<file path="src/csioe_pkg.sv">
// Constants and state layout of the clocked serial I/O engine
package csioe_pkg;
  // Register byte offsets
  localparam logic [7:0] CSIOE_CTRL_OFS   = 8'h00;
  localparam logic [7:0] CSIOE_STATUS_OFS = 8'h04;
  localparam logic [7:0] CSIOE_TXBUF_OFS  = 8'h08;
  localparam logic [7:0] CSIOE_RXBUF_OFS  = 8'h0c;
  // Control register fields
  localparam int CTRL_START_BIT = 0;
  localparam int CTRL_STOP_BIT  = 1;
  localparam int CTRL_MODE_LSB  = 2;
  localparam int CTRL_ORDER_BIT = 4;
  localparam int CTRL_CSEL_LSB  = 5;
  // Status register fields
  localparam int STAT_TXEMPTY = 0;
  localparam int STAT_RXFULL  = 1;
  localparam int STAT_SHIFT   = 2;
  localparam int STAT_INPROG  = 3;
  localparam int STAT_TX_ERROR_FLAG   = 4;
  localparam int STAT_RX_ERROR_FLAG   = 5;
  // Transfer modes and clock select
  localparam logic [1:0] MODE_TX    = 2'h0;
  localparam logic [1:0] MODE_RX    = 2'h1;
  localparam logic [1:0] MODE_TXRX  = 2'h2;
  localparam logic [2:0] CSEL_EXT   = 3'h7;
  localparam logic       ORDER_MSB  = 1'h0;
  localparam logic [3:0] BYTE_BITS  = 4'h8;
  // Internal serial clock: half period is this many cycles shifted by select
  localparam int         SCK_HALF_BASE = 4;
  localparam logic [7:0] CTRL_RESET    = 8'h00;
  localparam logic [7:0] BUF_RESET     = 8'h00;
  localparam logic [1:0] AHB_NONSEQ    = 2'h2;

  typedef struct packed {
    logic [1:0]  sckSync;
    logic        sckPrev;
    logic [1:0]  siSync;
    logic [9:0]  divCnt;
    logic        sckInt;
    logic        start;
    logic        inhibit;
    logic [1:0]  mode;
    logic        order;
    logic [2:0]  clkSel;
    logic [7:0]  txBuf;
    logic        txFull;
    logic [7:0]  rxBuf;
    logic [7:0]  shReg;
    logic [3:0]  bitCnt;
    logic        loaded;
    logic        txEmpty;
    logic        rxFull;
    logic        shiftAct;
    logic        inProg;
    logic        tx_error_flag;
    logic        rx_error_flag;
    logic        errRead1;
    logic        txIrqPend;
    logic        irq;
    logic        soOut;
    logic        dpValid;
    logic        dpWrite;
    logic [7:0]  dpAddr;
    logic [31:0] rdata;
  } csioe_state_s;
endpackage

</file>
<file path="src/csioe_top.sv">
// Clocked serial I/O engine: AHB-Lite registers, shifter, serial pins
`timescale 1ns/1ps
module csioe_top
  import csioe_pkg::*;
#(
  parameter int HALF_BASE = SCK_HALF_BASE
) (
  input  wire logic        clk,        // System clock, 100 MHz
  input  wire logic        rst_n,      // Asynchronous reset, active low
  input  wire logic        hsel,       // AHB slave select
  input  wire logic [31:0] haddr,      // AHB address
  input  wire logic [1:0]  htrans,     // AHB transfer type
  input  wire logic        hwrite,     // AHB write
  input  wire logic [2:0]  hsize,      // AHB size, word only
  input  wire logic [31:0] hwdata,     // AHB write data
  input  wire logic        hready,     // AHB bus ready
  output logic      [31:0] hrdata,     // AHB read data
  output logic             hreadyout,  // AHB slave ready
  output logic             hresp,      // AHB response, always OKAY
  input  wire logic        sckIn,      // Serial clock pin input
  output logic             sckOut,     // Serial clock pin output
  output logic             sckOeN,     // Serial clock enable, low drives
  input  wire logic        serialIn,   // Serial data input pin
  output logic             serialOut,  // Serial data output pin
  output logic             serialIrq   // Serial interrupt, one-cycle pulse
);

  // Larger bases overflow the ten-bit divider at select 6
  if (HALF_BASE < 1 || (HALF_BASE << 6) > 1023) begin : gHalfChk
    $error("HALF_BASE out of range");
  end

  csioe_state_s s_r;
  csioe_state_s s_nxt;

  logic       extClk;
  logic       txMode;
  logic       rxMode;
  logic       modeOk;
  logic       fallEv;
  logic       riseEv;
  logic       tick;
  logic       permit;
  logic       goFall;
  logic [9:0] halfCycles;
  logic [7:0] shSrc;
  logic [7:0] shIn;
  logic       addrAcc;
  logic [31:0] rdVal;

  always_comb begin
    s_nxt = s_r;
    extClk = (s_r.clkSel == CSEL_EXT);
    txMode = (s_r.mode == MODE_TX) || (s_r.mode == MODE_TXRX);
    rxMode = (s_r.mode == MODE_RX) || (s_r.mode == MODE_TXRX);
    modeOk = (s_r.mode != 2'h3);
    halfCycles = 10'(HALF_BASE << s_r.clkSel);
    shSrc = s_r.shReg;
    shIn = s_r.shReg;
    rdVal = 32'h0;
    addrAcc = hsel && htrans[1] && hready;

    // Pin synchronisers; only the second stage is read
    s_nxt.sckSync = {s_r.sckSync[0], sckIn};
    s_nxt.sckPrev = s_r.sckSync[1];
    s_nxt.siSync = {s_r.siSync[0], serialIn};
    s_nxt.irq = 1'b0;

    // Internal clock divider, free running tick
    tick = (s_r.divCnt == 10'h0);
    s_nxt.divCnt = tick ? halfCycles - 10'h1 : s_r.divCnt - 10'h1;

    // park conditions before the next byte
    // full duplex needs both read and write
    permit = s_r.start && modeOk
           && (!txMode || s_r.txFull) && (!rxMode || !s_r.rxFull);
    goFall = (s_r.bitCnt != 4'h0) || permit;
    // external clock when select is 111B
    if (extClk) begin
      fallEv = s_r.sckPrev && !s_r.sckSync[1];
      riseEv = !s_r.sckPrev && s_r.sckSync[1];
    end else begin
      // next tick drives the first falling edge
      fallEv = tick && s_r.sckInt && goFall;
      riseEv = tick && !s_r.sckInt;
      if (fallEv) begin
        s_nxt.sckInt = 1'b0;
      end
      if (riseEv) begin
        s_nxt.sckInt = 1'b1;
      end
    end

    // AHB address phase: read data and read side effects
    s_nxt.dpValid = addrAcc;
    s_nxt.dpWrite = hwrite;
    s_nxt.dpAddr = haddr[7:0];
    if (addrAcc && !hwrite) begin
      unique case (haddr[7:0])
        CSIOE_CTRL_OFS: begin
          rdVal[CTRL_START_BIT] = s_r.start;
          rdVal[CTRL_STOP_BIT] = s_r.inhibit;
          rdVal[CTRL_MODE_LSB +: 2] = s_r.mode;
          rdVal[CTRL_ORDER_BIT] = s_r.order;
          rdVal[CTRL_CSEL_LSB +: 3] = s_r.clkSel;
        end
        CSIOE_STATUS_OFS: begin
          rdVal[STAT_TXEMPTY] = s_r.txEmpty;
          rdVal[STAT_RXFULL] = s_r.rxFull;
          rdVal[STAT_SHIFT] = s_r.shiftAct;
          rdVal[STAT_INPROG] = s_r.inProg;
          rdVal[STAT_TX_ERROR_FLAG] = s_r.tx_error_flag;
          rdVal[STAT_RX_ERROR_FLAG] = s_r.rx_error_flag;
        end
        CSIOE_RXBUF_OFS: begin
          // second read in error shows the shifter
          if (s_r.rx_error_flag && s_r.errRead1) begin
            rdVal[7:0] = s_r.shReg;
          end else begin
            rdVal[7:0] = s_r.rxBuf;
          end
          if (s_r.rx_error_flag) begin
            s_nxt.errRead1 = 1'b1;
          end else begin
            s_nxt.rxFull = 1'b0;
          end
        end
        default: rdVal = 32'h0;
      endcase
    end
    s_nxt.rdata = addrAcc ? rdVal : s_r.rdata;

    // AHB data phase: writes
    if (s_r.dpValid && s_r.dpWrite) begin
      unique case (s_r.dpAddr)
        CSIOE_CTRL_OFS: begin
          s_nxt.start = hwdata[CTRL_START_BIT];
          s_nxt.inhibit = hwdata[CTRL_STOP_BIT];
          s_nxt.mode = hwdata[CTRL_MODE_LSB +: 2];
          s_nxt.order = hwdata[CTRL_ORDER_BIT];
          s_nxt.clkSel = hwdata[CTRL_CSEL_LSB +: 3];
        end
        CSIOE_STATUS_OFS: begin
          // clearing the error also clears full
          if (hwdata[STAT_RX_ERROR_FLAG]) begin
            s_nxt.rx_error_flag = 1'b0;
            s_nxt.rxFull = 1'b0;
            s_nxt.errRead1 = 1'b0;
          end
        end
        CSIOE_TXBUF_OFS: begin
          s_nxt.txBuf = hwdata[7:0];
          s_nxt.txFull = 1'b1;
          s_nxt.txEmpty = 1'b0;
        end
        default: s_nxt.start = s_nxt.start;
      endcase
    end

    // Engine updates follow bus clears, so a set wins
    // start cleared: stop at the byte boundary
    // also in error, once the running byte ends
    if (s_r.inProg && s_r.bitCnt == 4'h0 && !s_r.start) begin
      s_nxt.inProg = 1'b0;
      s_nxt.soOut = 1'b1;
    end

    // Falling serial clock: start a byte or shift out
    if (fallEv && modeOk) begin
      if (s_r.txIrqPend && !s_r.rx_error_flag) begin
        // irq on the fall after the error
        s_nxt.irq = 1'b1;
      end
      s_nxt.txIrqPend = 1'b0;
      if (s_r.bitCnt == 4'h0 && s_r.start) begin
        s_nxt.inProg = 1'b1;
        s_nxt.shiftAct = 1'b1;
        s_nxt.bitCnt = 4'h1;
        if (txMode && !s_r.rx_error_flag) begin
          if (!s_r.txFull) begin
            // shift began with no new data
            s_nxt.tx_error_flag = 1'b1;
            s_nxt.txIrqPend = 1'b1;
          end else begin
            // load on the first falling edge
            shSrc = s_r.txBuf;
            s_nxt.shReg = s_r.txBuf;
            s_nxt.txFull = 1'b0;
            s_nxt.loaded = 1'b1;
          end
        end
      end else if (s_r.bitCnt != 4'h0 && s_r.bitCnt < BYTE_BITS) begin
        s_nxt.bitCnt = s_r.bitCnt + 4'h1;
      end
      if (s_r.bitCnt < BYTE_BITS && (s_r.bitCnt != 4'h0 || s_r.start)) begin
        // order bit picks the outgoing end
        if (txMode) begin
          s_nxt.soOut = (s_r.order == ORDER_MSB) ? shSrc[7] : shSrc[0];
        end else begin
          s_nxt.soOut = 1'b1;
        end
      end
    end

    // Rising serial clock: sample input, finish the byte
    if (riseEv && s_r.inProg && s_r.bitCnt != 4'h0) begin
      if (s_r.loaded) begin
        // empty set on the rise after loading
        s_nxt.txEmpty = 1'b1;
        s_nxt.loaded = 1'b0;
      end
      // sample on rise, assemble in chosen order
      shIn = (s_r.order == ORDER_MSB) ? {s_r.shReg[6:0], s_r.siSync[1]}
                                      : {s_r.siSync[1], s_r.shReg[7:1]};
      // data ignored while receive error stands
      if (!s_r.rx_error_flag) begin
        s_nxt.shReg = shIn;
      end
      if (s_r.bitCnt == BYTE_BITS) begin
        // shift-active ends on the eighth rise
        s_nxt.bitCnt = 4'h0;
        s_nxt.shiftAct = 1'b0;
        // no irq once receive error stands
        if (rxMode && !s_r.rx_error_flag) begin
          if (s_r.rxFull) begin
            s_nxt.rx_error_flag = 1'b1;
            s_nxt.errRead1 = 1'b0;
            s_nxt.irq = 1'b1;
          end else begin
            // byte to buffer, full flag, irq
            s_nxt.rxBuf = shIn;
            s_nxt.rxFull = 1'b1;
            s_nxt.irq = 1'b1;
          end
        end else if (!rxMode && !s_r.rx_error_flag) begin
          s_nxt.irq = 1'b1;
        end
      end
    end

    // output held high under transmit error
    if (s_nxt.tx_error_flag) begin
      s_nxt.soOut = 1'b1;
    end

    // inhibit stops at once and initialises
    if (s_nxt.inhibit) begin
      s_nxt.start = 1'b0;
      s_nxt.txBuf = BUF_RESET;
      s_nxt.rxBuf = BUF_RESET;
      s_nxt.txFull = 1'b0;
      s_nxt.bitCnt = 4'h0;
      s_nxt.loaded = 1'b0;
      s_nxt.txEmpty = 1'b0;
      s_nxt.rxFull = 1'b0;
      s_nxt.shiftAct = 1'b0;
      s_nxt.inProg = 1'b0;
      s_nxt.tx_error_flag = 1'b0;
      s_nxt.rx_error_flag = 1'b0;
      s_nxt.errRead1 = 1'b0;
      s_nxt.txIrqPend = 1'b0;
      s_nxt.irq = 1'b0;
      s_nxt.soOut = 1'b1;
      s_nxt.sckInt = 1'b1;
    end
  end

  // reset: flags clear, clock and data idle high
  always_ff @(posedge clk or negedge rst_n) begin
    if (!rst_n) begin
      s_r <= '{sckSync: 2'h3, sckPrev: 1'b1, siSync: 2'h3, divCnt: 10'h0,
               sckInt: 1'b1, start: 1'b0, inhibit: 1'b0, mode: 2'h0,
               order: 1'b0, clkSel: 3'h0, txBuf: BUF_RESET, txFull: 1'b0,
               rxBuf: BUF_RESET, shReg: 8'h00, bitCnt: 4'h0, loaded: 1'b0,
               txEmpty: 1'b0, rxFull: 1'b0, shiftAct: 1'b0, inProg: 1'b0,
               tx_error_flag: 1'b0, rx_error_flag: 1'b0, errRead1: 1'b0, txIrqPend: 1'b0,
               irq: 1'b0, soOut: 1'b1, dpValid: 1'b0, dpWrite: 1'b0,
               dpAddr: 8'h00, rdata: 32'h0};
    end else begin
      s_r <= s_nxt;
    end
  end

  assign hrdata    = s_r.rdata;
  assign hreadyout = 1'b1;
  assign hresp     = 1'b0;
  assign sckOut    = s_r.sckInt;
  assign sckOeN    = (s_r.clkSel == CSEL_EXT);
  assign serialOut = s_r.soOut;
  assign serialIrq = s_r.irq;
endmodule

</file>
<file path="config.mk">
export PLATFORM = sky130hd
export DESIGN_NAME = csioe_top
export DESIGN_NICKNAME = d
export VERILOG_FILES = /design/src/csioe_pkg.sv /design/src/csioe_top.sv
export SDC_FILE = /design/constraint.sdc
export NUM_CORES = 1
export LEC_CHECK = 0
export BUFFER_PORTS_ARGS = -buffer_cell sky130_fd_sc_hd__buf_4
export CORE_MARGIN = 2
export CORE_UTILIZATION = 40
export CTS_CLUSTER_SIZE = 24
export DETAILED_ROUTE_END_ITERATION = 8
export GPL_ROUTABILITY_DRIVEN = 0
export GPL_TIMING_DRIVEN = 0
export SLEW_MARGIN = 25
export SYNTH_ARGS = -nofsm -noshare
export SYNTH_HDL_FRONTEND = slang
export SYNTH_SLANG_ARGS = --single-unit
</file>
<file path="constraint.sdc">
create_clock -name clk -period 2.95 [get_ports clk]
set_input_delay 0.885 -clock clk [delete_from_list [all_inputs] [get_ports clk]]
set_output_delay 0.885 -clock clk [all_outputs]
set_load 0.02 [all_outputs]
</file>
==> impl_metrics.tcl, run 1 <==
set metrics [dict create \
    run_status "finished clean" \
    destination_of_the_worst_register_to_register_timing_path "serialOut" \
    dp.cells 597 \
    irDropWorstVdd_mv 0.255 \
    netlist_top_cells_area "sky130_fd_sc_hd__dfrtp_1, sky130_fd_sc_hd__mux2i_1, sky130_fd_sc_hd__buf_4" \
    cell_accounting_for_the_most_synthesized_area "sky130_fd_sc_hd__dfrtp_1" \
    proportion_of_layout_cells_with_a_drive_suffix_above_1_pct 24.3 \
    tightestPinTransition_ps 744 \
    synth_common_cells "sky130_fd_sc_hd__dfrtp_1, sky130_fd_sc_hd__mux2i_1, sky130_fd_sc_hd__buf_4" \
    critical_path.top_delay_family "simple AND/OR/NAND/NOR gates" \
    synthesis.area_per_instance_sq_um 10.4 \
    remaining_global_route_overflow 0 \
    antenna_cells 0 \
    maxcap_violations 0 \
    timing.clock.skew_ps 14.5 \
    worst-setup-path-type "reg -> reg" \
    tritoncts "done" \
    port_buffers 35 \
    syn_area_sq_um 4190 \
    end_kind "register" \
    critical_path.reg2reg.startpoint "s_r[32]" \
    drt_first_iter_violations 166 \
    vias_per_cell 5.11 \
    worst-path-buf-inv 1 \
    worst_slack_ps 166 \
    grt_max_degree 83 \
    critical_path_required_ps 3230 \
    h-tree-depth 3 \
    floorplan.die_area_sq_um 11300 \
    critical_path_arrival_ps 3060 \
    worst_r2r_path_depth 6 \
    synth.most_common_cell "sky130_fd_sc_hd__dfrtp_1" \
    ys.warnings.count 0 \
    final_hold_violation_count 0 \
    dieWidth_um 106 \
    number_of_flops_mapped_to_enable_cells_by_yosys 0 \
    hold-path-cell-count 0 \
    initial_antenna_violation_count 0 \
    dieHeight_um 106 \
    hold_path_end "s_nxt[103]" \
    worst_setup_hold_path_clk_slew_ps 80 \
    drc 0 \
    setup_viol 0 \
    drt.antenna.violating_nets 0 \
    synthCells 402 \
    clockBufferDepth 2 \
    stdcell_count 613 \
    dp_hpwl_mm 6.76 \
    critical_path_peak_fanout 10 \
    achievable-frequency_mhz 359 \
    wl_mm 9.39 \
    synth_seq_cells 82 \
    design.portCount 114 \
    drt-pass1-iter-count 4 \
    power.density_nw_per_um2 536 \
    vias 3135 \
    path_cells "or4_1 -> nor4_2 -> nor2b_1 -> mux2_2 -> buf_2 -> a2111o_1" \
    cts_made_buffers 9 \
    timing.hold.worst.class "reg -> reg" \
    timing.critical_path.slowest_stage_cell "sky130_fd_sc_hd__or4_1" \
    flow.area_growth_from_synthesis_pct 17.8 \
    layout.nets 554 \
    power_mw 2.65 \
    final_cycle_utilization_of_the_critical_path_pct 94.4 \
    grt_first_pass_wirelength_mm 15.1 \
    place_worst_setup_slack_ps 27.5 \
    clk_latency_ps 360 \
    gr-usage-all-layers_pct 17.2 \
    critical_path.max_stage_delay_ps 580 \
    period_needed_ps 2780 \
    critPathLaunchType "register" \
    worst_hold_startpoint "s_nxt[105]" \
    synthDominantCellAreaShare_pct 44.7 \
    worst_slew_margin_rel_pct 50.1 \
    seq_area_frac_synth_pct 49.1 \
    grt_pass1_vias 2985 \
    coreArea_sq_um 10200 \
    asyncSetResetFlopFracSynth_pct 100 \
    detail_route.wl_per_cell_um 15.3 \
    final_number_of_max_transition_violations 0 \
    fin_worst_hold_slack_ps 360 \
    r2r_setup_slack_ps 170 \
    cts-root-buf "sky130_fd_sc_hd__clkbuf_8" \
    initial_utilization_pct 41.0 \
    ys.flop_type "sky130_fd_sc_hd__dfrtp_1" \
    setup_repair_after_global_routing_missed_its_margin "false" \
    holdBufCountCts 0 \
    clock-sinks 82 \
    setup_tns_ps 0 \
    power.static_leakage_nw 2.32 \
    row_count 37 \
    synth_cell_types 55 \
]
-- cells in the final DEF, fill, tap and decap left out, types with 4 or more instances in the layout --
master                     synthesis  final
sky130_fd_sc_hd__nor4_1            4      4
sky130_fd_sc_hd__mux2_2            6      6
sky130_fd_sc_hd__nand3_1           9      9
sky130_fd_sc_hd__dfstp_2           7      7
sky130_fd_sc_hd__mux2i_1          40     40
sky130_fd_sc_hd__clkbuf_1          7      9
sky130_fd_sc_hd__dfrtp_1          75     75
sky130_fd_sc_hd__inv_1            16     16
sky130_fd_sc_hd__a211oi_1          8      8
sky130_fd_sc_hd__or3_1             6      6
sky130_fd_sc_hd__conb_1            2     26
sky130_fd_sc_hd__a22o_1            8      8
sky130_fd_sc_hd__nor2_1           32     31
sky130_fd_sc_hd__a21oi_1          15     15
sky130_fd_sc_hd__o22a_1            6      6
sky130_fd_sc_hd__clkbuf_8          0      9
sky130_fd_sc_hd__buf_2             7      7
sky130_fd_sc_hd__o21ai_0          20     20
sky130_fd_sc_hd__ha_1              6      6
sky130_fd_sc_hd__nand2_1          29     29
sky130_fd_sc_hd__buf_4            36     70
sky130_fd_sc_hd__nor3_1           11     11
-- worst register-to-register path, delay by kind of cell, from the launching register on --
family | cells | cell delay, ps
multiplexers | 1 | 400
AO/OA/AOI/OAI | 1 | 370
AND/OR/NAND/NOR | 3 | 1380
buffers and inverters | 1 | 210
flip-flops | 1 | 360
-- flip-flops by register name (all words and copies together) (netlist names) --
name and count:
hrdata 8, s_nxt 3, sckOut 1, s_r 68, serialOut 1, serialIrq 1
-- final cells by class --
cell class	instances	area (sq um)
inverter	16	60.1
sequential	82	2060
tap	136	170
clock buffer	11	131
fill	955	5290
timing repair buffer	35	267
clock inverter	5	78.8
buffer	51	335
multi-input combinational	277	1840
-- repair_timing --
action / 4_1_cts / 5_1_grt
resized for setup: 0 / 2
endpoints found under the setup margin: 0 / 9
buffers inserted: 0 / 0
-- per-layer routing --
layer | wire (um) | share of wire (%) | track usage [%] | vias up
li1 | - | - | - | 1523
met1 | 4410 | 47 | 24.2 | 1519
met2 | 4320 | 46 | 26.6 | 85
met3 | 568 | 6.1 | 3.68 | 8
met4 | 85 | 0.91 | 5.17 | 0
met5 | 0 | 0 | 0 | -
-- stage by stage --
stage	cell area, sq um	utilization [%]
floorplan	4280	-
global placement	4720	46.1
detailed placement	4720	46.1
CTS	4930	48.2
global route	4940	48.3
finish	4940	48.3
-- cells by family (layout without fill, tap and decap cells) --
logic type	Yosys count	in the layout	synth area share, %
buf+inv	67	118	9.43
flops	82	82	49.1
xor+xnor	1	1	0.209
mux	46	46	11.2
other cells	2	26	0.179
fa+ha+maj	6	6	1.79
compound gates	79	79	13.2
simple gates	119	119	14.9
-- worst max-delay path by stage --
stage | start | to | depth (start not counted)
finish | s_r[32] | serialOut | 6
global route | s_r[37] | s_r[75] | 6
CTS | s_r[32] | s_r[75] | 6
detailed placement | s_r[32] | s_r[80] | 6
global placement | s_r[32] | s_r[78] | 6
floorplan | s_r[32] | serialOut | 6
-- report_power, final --
part | switching (mW) | internal (mW) | leakage (nW)
sequential | 0.134 | 1.25 | 0.957
combinational | 0.210 | 0.172 | 1.26
clock | 0.403 | 0.476 | 0.107
Note: power is estimated with default switching activity, not from simulation.
==> run 2: changes to the inputs <==
--- a/config.mk
+++ b/config.mk
@@ -7,11 +7,14 @@
 export LEC_CHECK = 0
 export BUFFER_PORTS_ARGS = -buffer_cell sky130_fd_sc_hd__buf_4
 export CORE_MARGIN = 2
-export CORE_UTILIZATION = 40
+export CORE_UTILIZATION = 54
+export CTS_BUF_LIST = sky130_fd_sc_hd__clkbuf_8
 export CTS_CLUSTER_SIZE = 24
 export DETAILED_ROUTE_END_ITERATION = 8
 export GPL_ROUTABILITY_DRIVEN = 0
 export GPL_TIMING_DRIVEN = 0
+export PLACE_DENSITY = 0.82
+export SKIP_CTS_REPAIR_TIMING = 1
 export SLEW_MARGIN = 25
 export SYNTH_ARGS = -nofsm -noshare
 export SYNTH_HDL_FRONTEND = slang
==> run 2 against run 1 <==
Effect of this change: register-to-register slack better by 90 ps; maximum frequency up 3.2%; via count up 2.3%; critical endpoint unchanged; highest routed layer unchanged; clock skew about the same; wire length down 2.3%; largest power group unchanged; global-route usage up 6.1 points; clock-buffer cell count unchanged.
==> impl_metrics.tcl, run 2 (synthesis results as in run 1) <==
set metrics [dict create \
    run_status "finished clean" \
    timing.hold.worst.class "reg -> reg" \
    gr-usage-met3_pct 6.08 \
    fin_util_pct 64.1 \
    layout_commonest_cell "sky130_fd_sc_hd__dfrtp_1" \
    critical_path.top_delay_family "compound AO/OA/AOI/OAI gates" \
    drt_first_iter_violations 158 \
    critical_path_required_ps 3240 \
    clk_latency_ps 370 \
    gr-usage-met2_pct 37.9 \
    layout.nets 554 \
    maxcap_violations 0 \
    antenna_cells 0 \
    global_route.usage.met1_pct 29.6 \
    power.density_nw_per_um2 518 \
    setup_repair_after_global_routing_missed_its_margin "false" \
    worst-setup-path-type "reg -> reg" \
    h-tree-depth 3 \
    tritoncts "done" \
    cpMostUsedCell "sky130_fd_sc_hd__a2111o_1" \
    r2r_setup_slack_ps 250 \
    flow.area_growth_from_synthesis_pct 16.2 \
    critical_path.startpoint "s_r[53]" \
    port_buffers 35 \
    worst-path-stages 9 \
    detail_route.wl_per_cell_um 15.9 \
    path_cells "inv_1 -> ha_1 -> or3b_1 -> buf_2 -> a41oi_2 -> a2111o_1 -> a211oi_2 -> a211o_1 -> a2111o_1" \
    timing.clock.skew_ps 14.2 \
    layout_common_cells "sky130_fd_sc_hd__dfrtp_1, sky130_fd_sc_hd__buf_4, sky130_fd_sc_hd__mux2i_1" \
    fin_worst_hold_slack_ps 359 \
    irDropWorstVdd_mv 0.303 \
    vias_per_cell 5.55 \
    setup_tns_ps 0 \
    final_number_of_max_transition_violations 0 \
    final_hold_violation_count 0 \
    row_count 32 \
    worst_r2r_path_depth 9 \
    grt_max_degree 83 \
    dp_hpwl_mm 6.57 \
    drt-pass1-iter-count 5 \
    clockBufferDepth 2 \
    post_dp_cell_area_sq_um 4670 \
    setup_viol 0 \
    drt.antenna.violating_nets 0 \
    initial_antenna_violation_count 0 \
    floorplan.die_area_sq_um 8490 \
    max_reg_flops 68 \
    remaining_global_route_overflow 0 \
    critical_path.max_stage_delay_ps 420 \
    dieWidth_um 92.1 \
    coreArea_sq_um 7610 \
    power.static_leakage_nw 2.31 \
    timing.critical_path.slowest_stage_cell "sky130_fd_sc_hd__dfrtp_1" \
    clock-sinks 82 \
    worst_slew_margin_rel_pct 52.4 \
    critPathLaunchType "register" \
    period_needed_ps 2700 \
    final_cycle_utilization_of_the_critical_path_pct 91.5 \
    grt_first_pass_wirelength_mm 15.4 \
    destination_of_the_worst_register_to_register_timing_path "serialOut" \
    endpoint "serialOut" \
    wl_mm 9.17 \
    regMostFlops "s_r" \
    cts-root-buf "sky130_fd_sc_hd__clkbuf_8" \
    achievable-frequency_mhz 371 \
    busiest_layer "met2" \
    critical_path_arrival_ps 2990 \
    worst-path-buf-inv 2 \
    proportion_of_layout_cells_with_a_drive_suffix_above_1_pct 24.6 \
    power_mw 2.53 \
    worst_setup_hold_path_clk_slew_ps 80 \
    drc 0 \
    critical_path_peak_fanout 7 \
    critical_path.reg2reg.startpoint "s_r[53]" \
    tightestPinTransition_ps 714 \
    end_kind "register" \
    finalInstanceArea_sq_um 4870 \
    initial_utilization_pct 55.1 \
    dieHeight_um 92.1 \
    gr-usage-all-layers_pct 23.3 \
    vias 3207 \
    design.portCount 114 \
    grt_pass1_vias 3202 \
    cts_made_buffers 9 \
]
[run 2: area by class of cell]
class                      instances  area (sq um)
fill                             613          2730
sequential                        82          2060
multi-input combinational        277          1840
buffer                            51           335
timing repair buffer              35           267
clock buffer                      11           151
tap                              102           128
inverter                          16          60.1
clock inverter                     4          27.5
[run 2: stage by stage]
| step | worst slack, ps | instances |
|---|---|---|
| finish | 252 | 578 |
| global route | 74.9 | 578 |
| CTS | -4.52 | 578 |
| detailed placement | 29.0 | 563 |
| global placement | 128 | 563 |
| floorplan | 520 | 426 |
[run 2: routing by layer]
layer	routed length [um]	up-vias
met4	183	0
met3	606	16
met2	4520	106
met5	0	-
met1	3850	1573
li1	-	1512
[run 2: how the worst min path moves through the flow]
stage,depth (start not counted),to,startpoint
global route,0,s_nxt[103],s_nxt[105]
global placement,0,s_nxt[103],s_nxt[105]
finish,0,s_nxt[103],s_nxt[105]
CTS,0,s_nxt[103],s_nxt[105]
floorplan,0,s_nxt[103],s_nxt[105]
detailed placement,0,s_nxt[103],s_nxt[105]
[run 2: power by group]
| group | switching [mW] | internal [mW] |
|---|---|---|
| Combinational | 0.213 | 0.172 |
| Sequential | 0.136 | 1.25 |
| Clock | 0.405 | 0.345 |
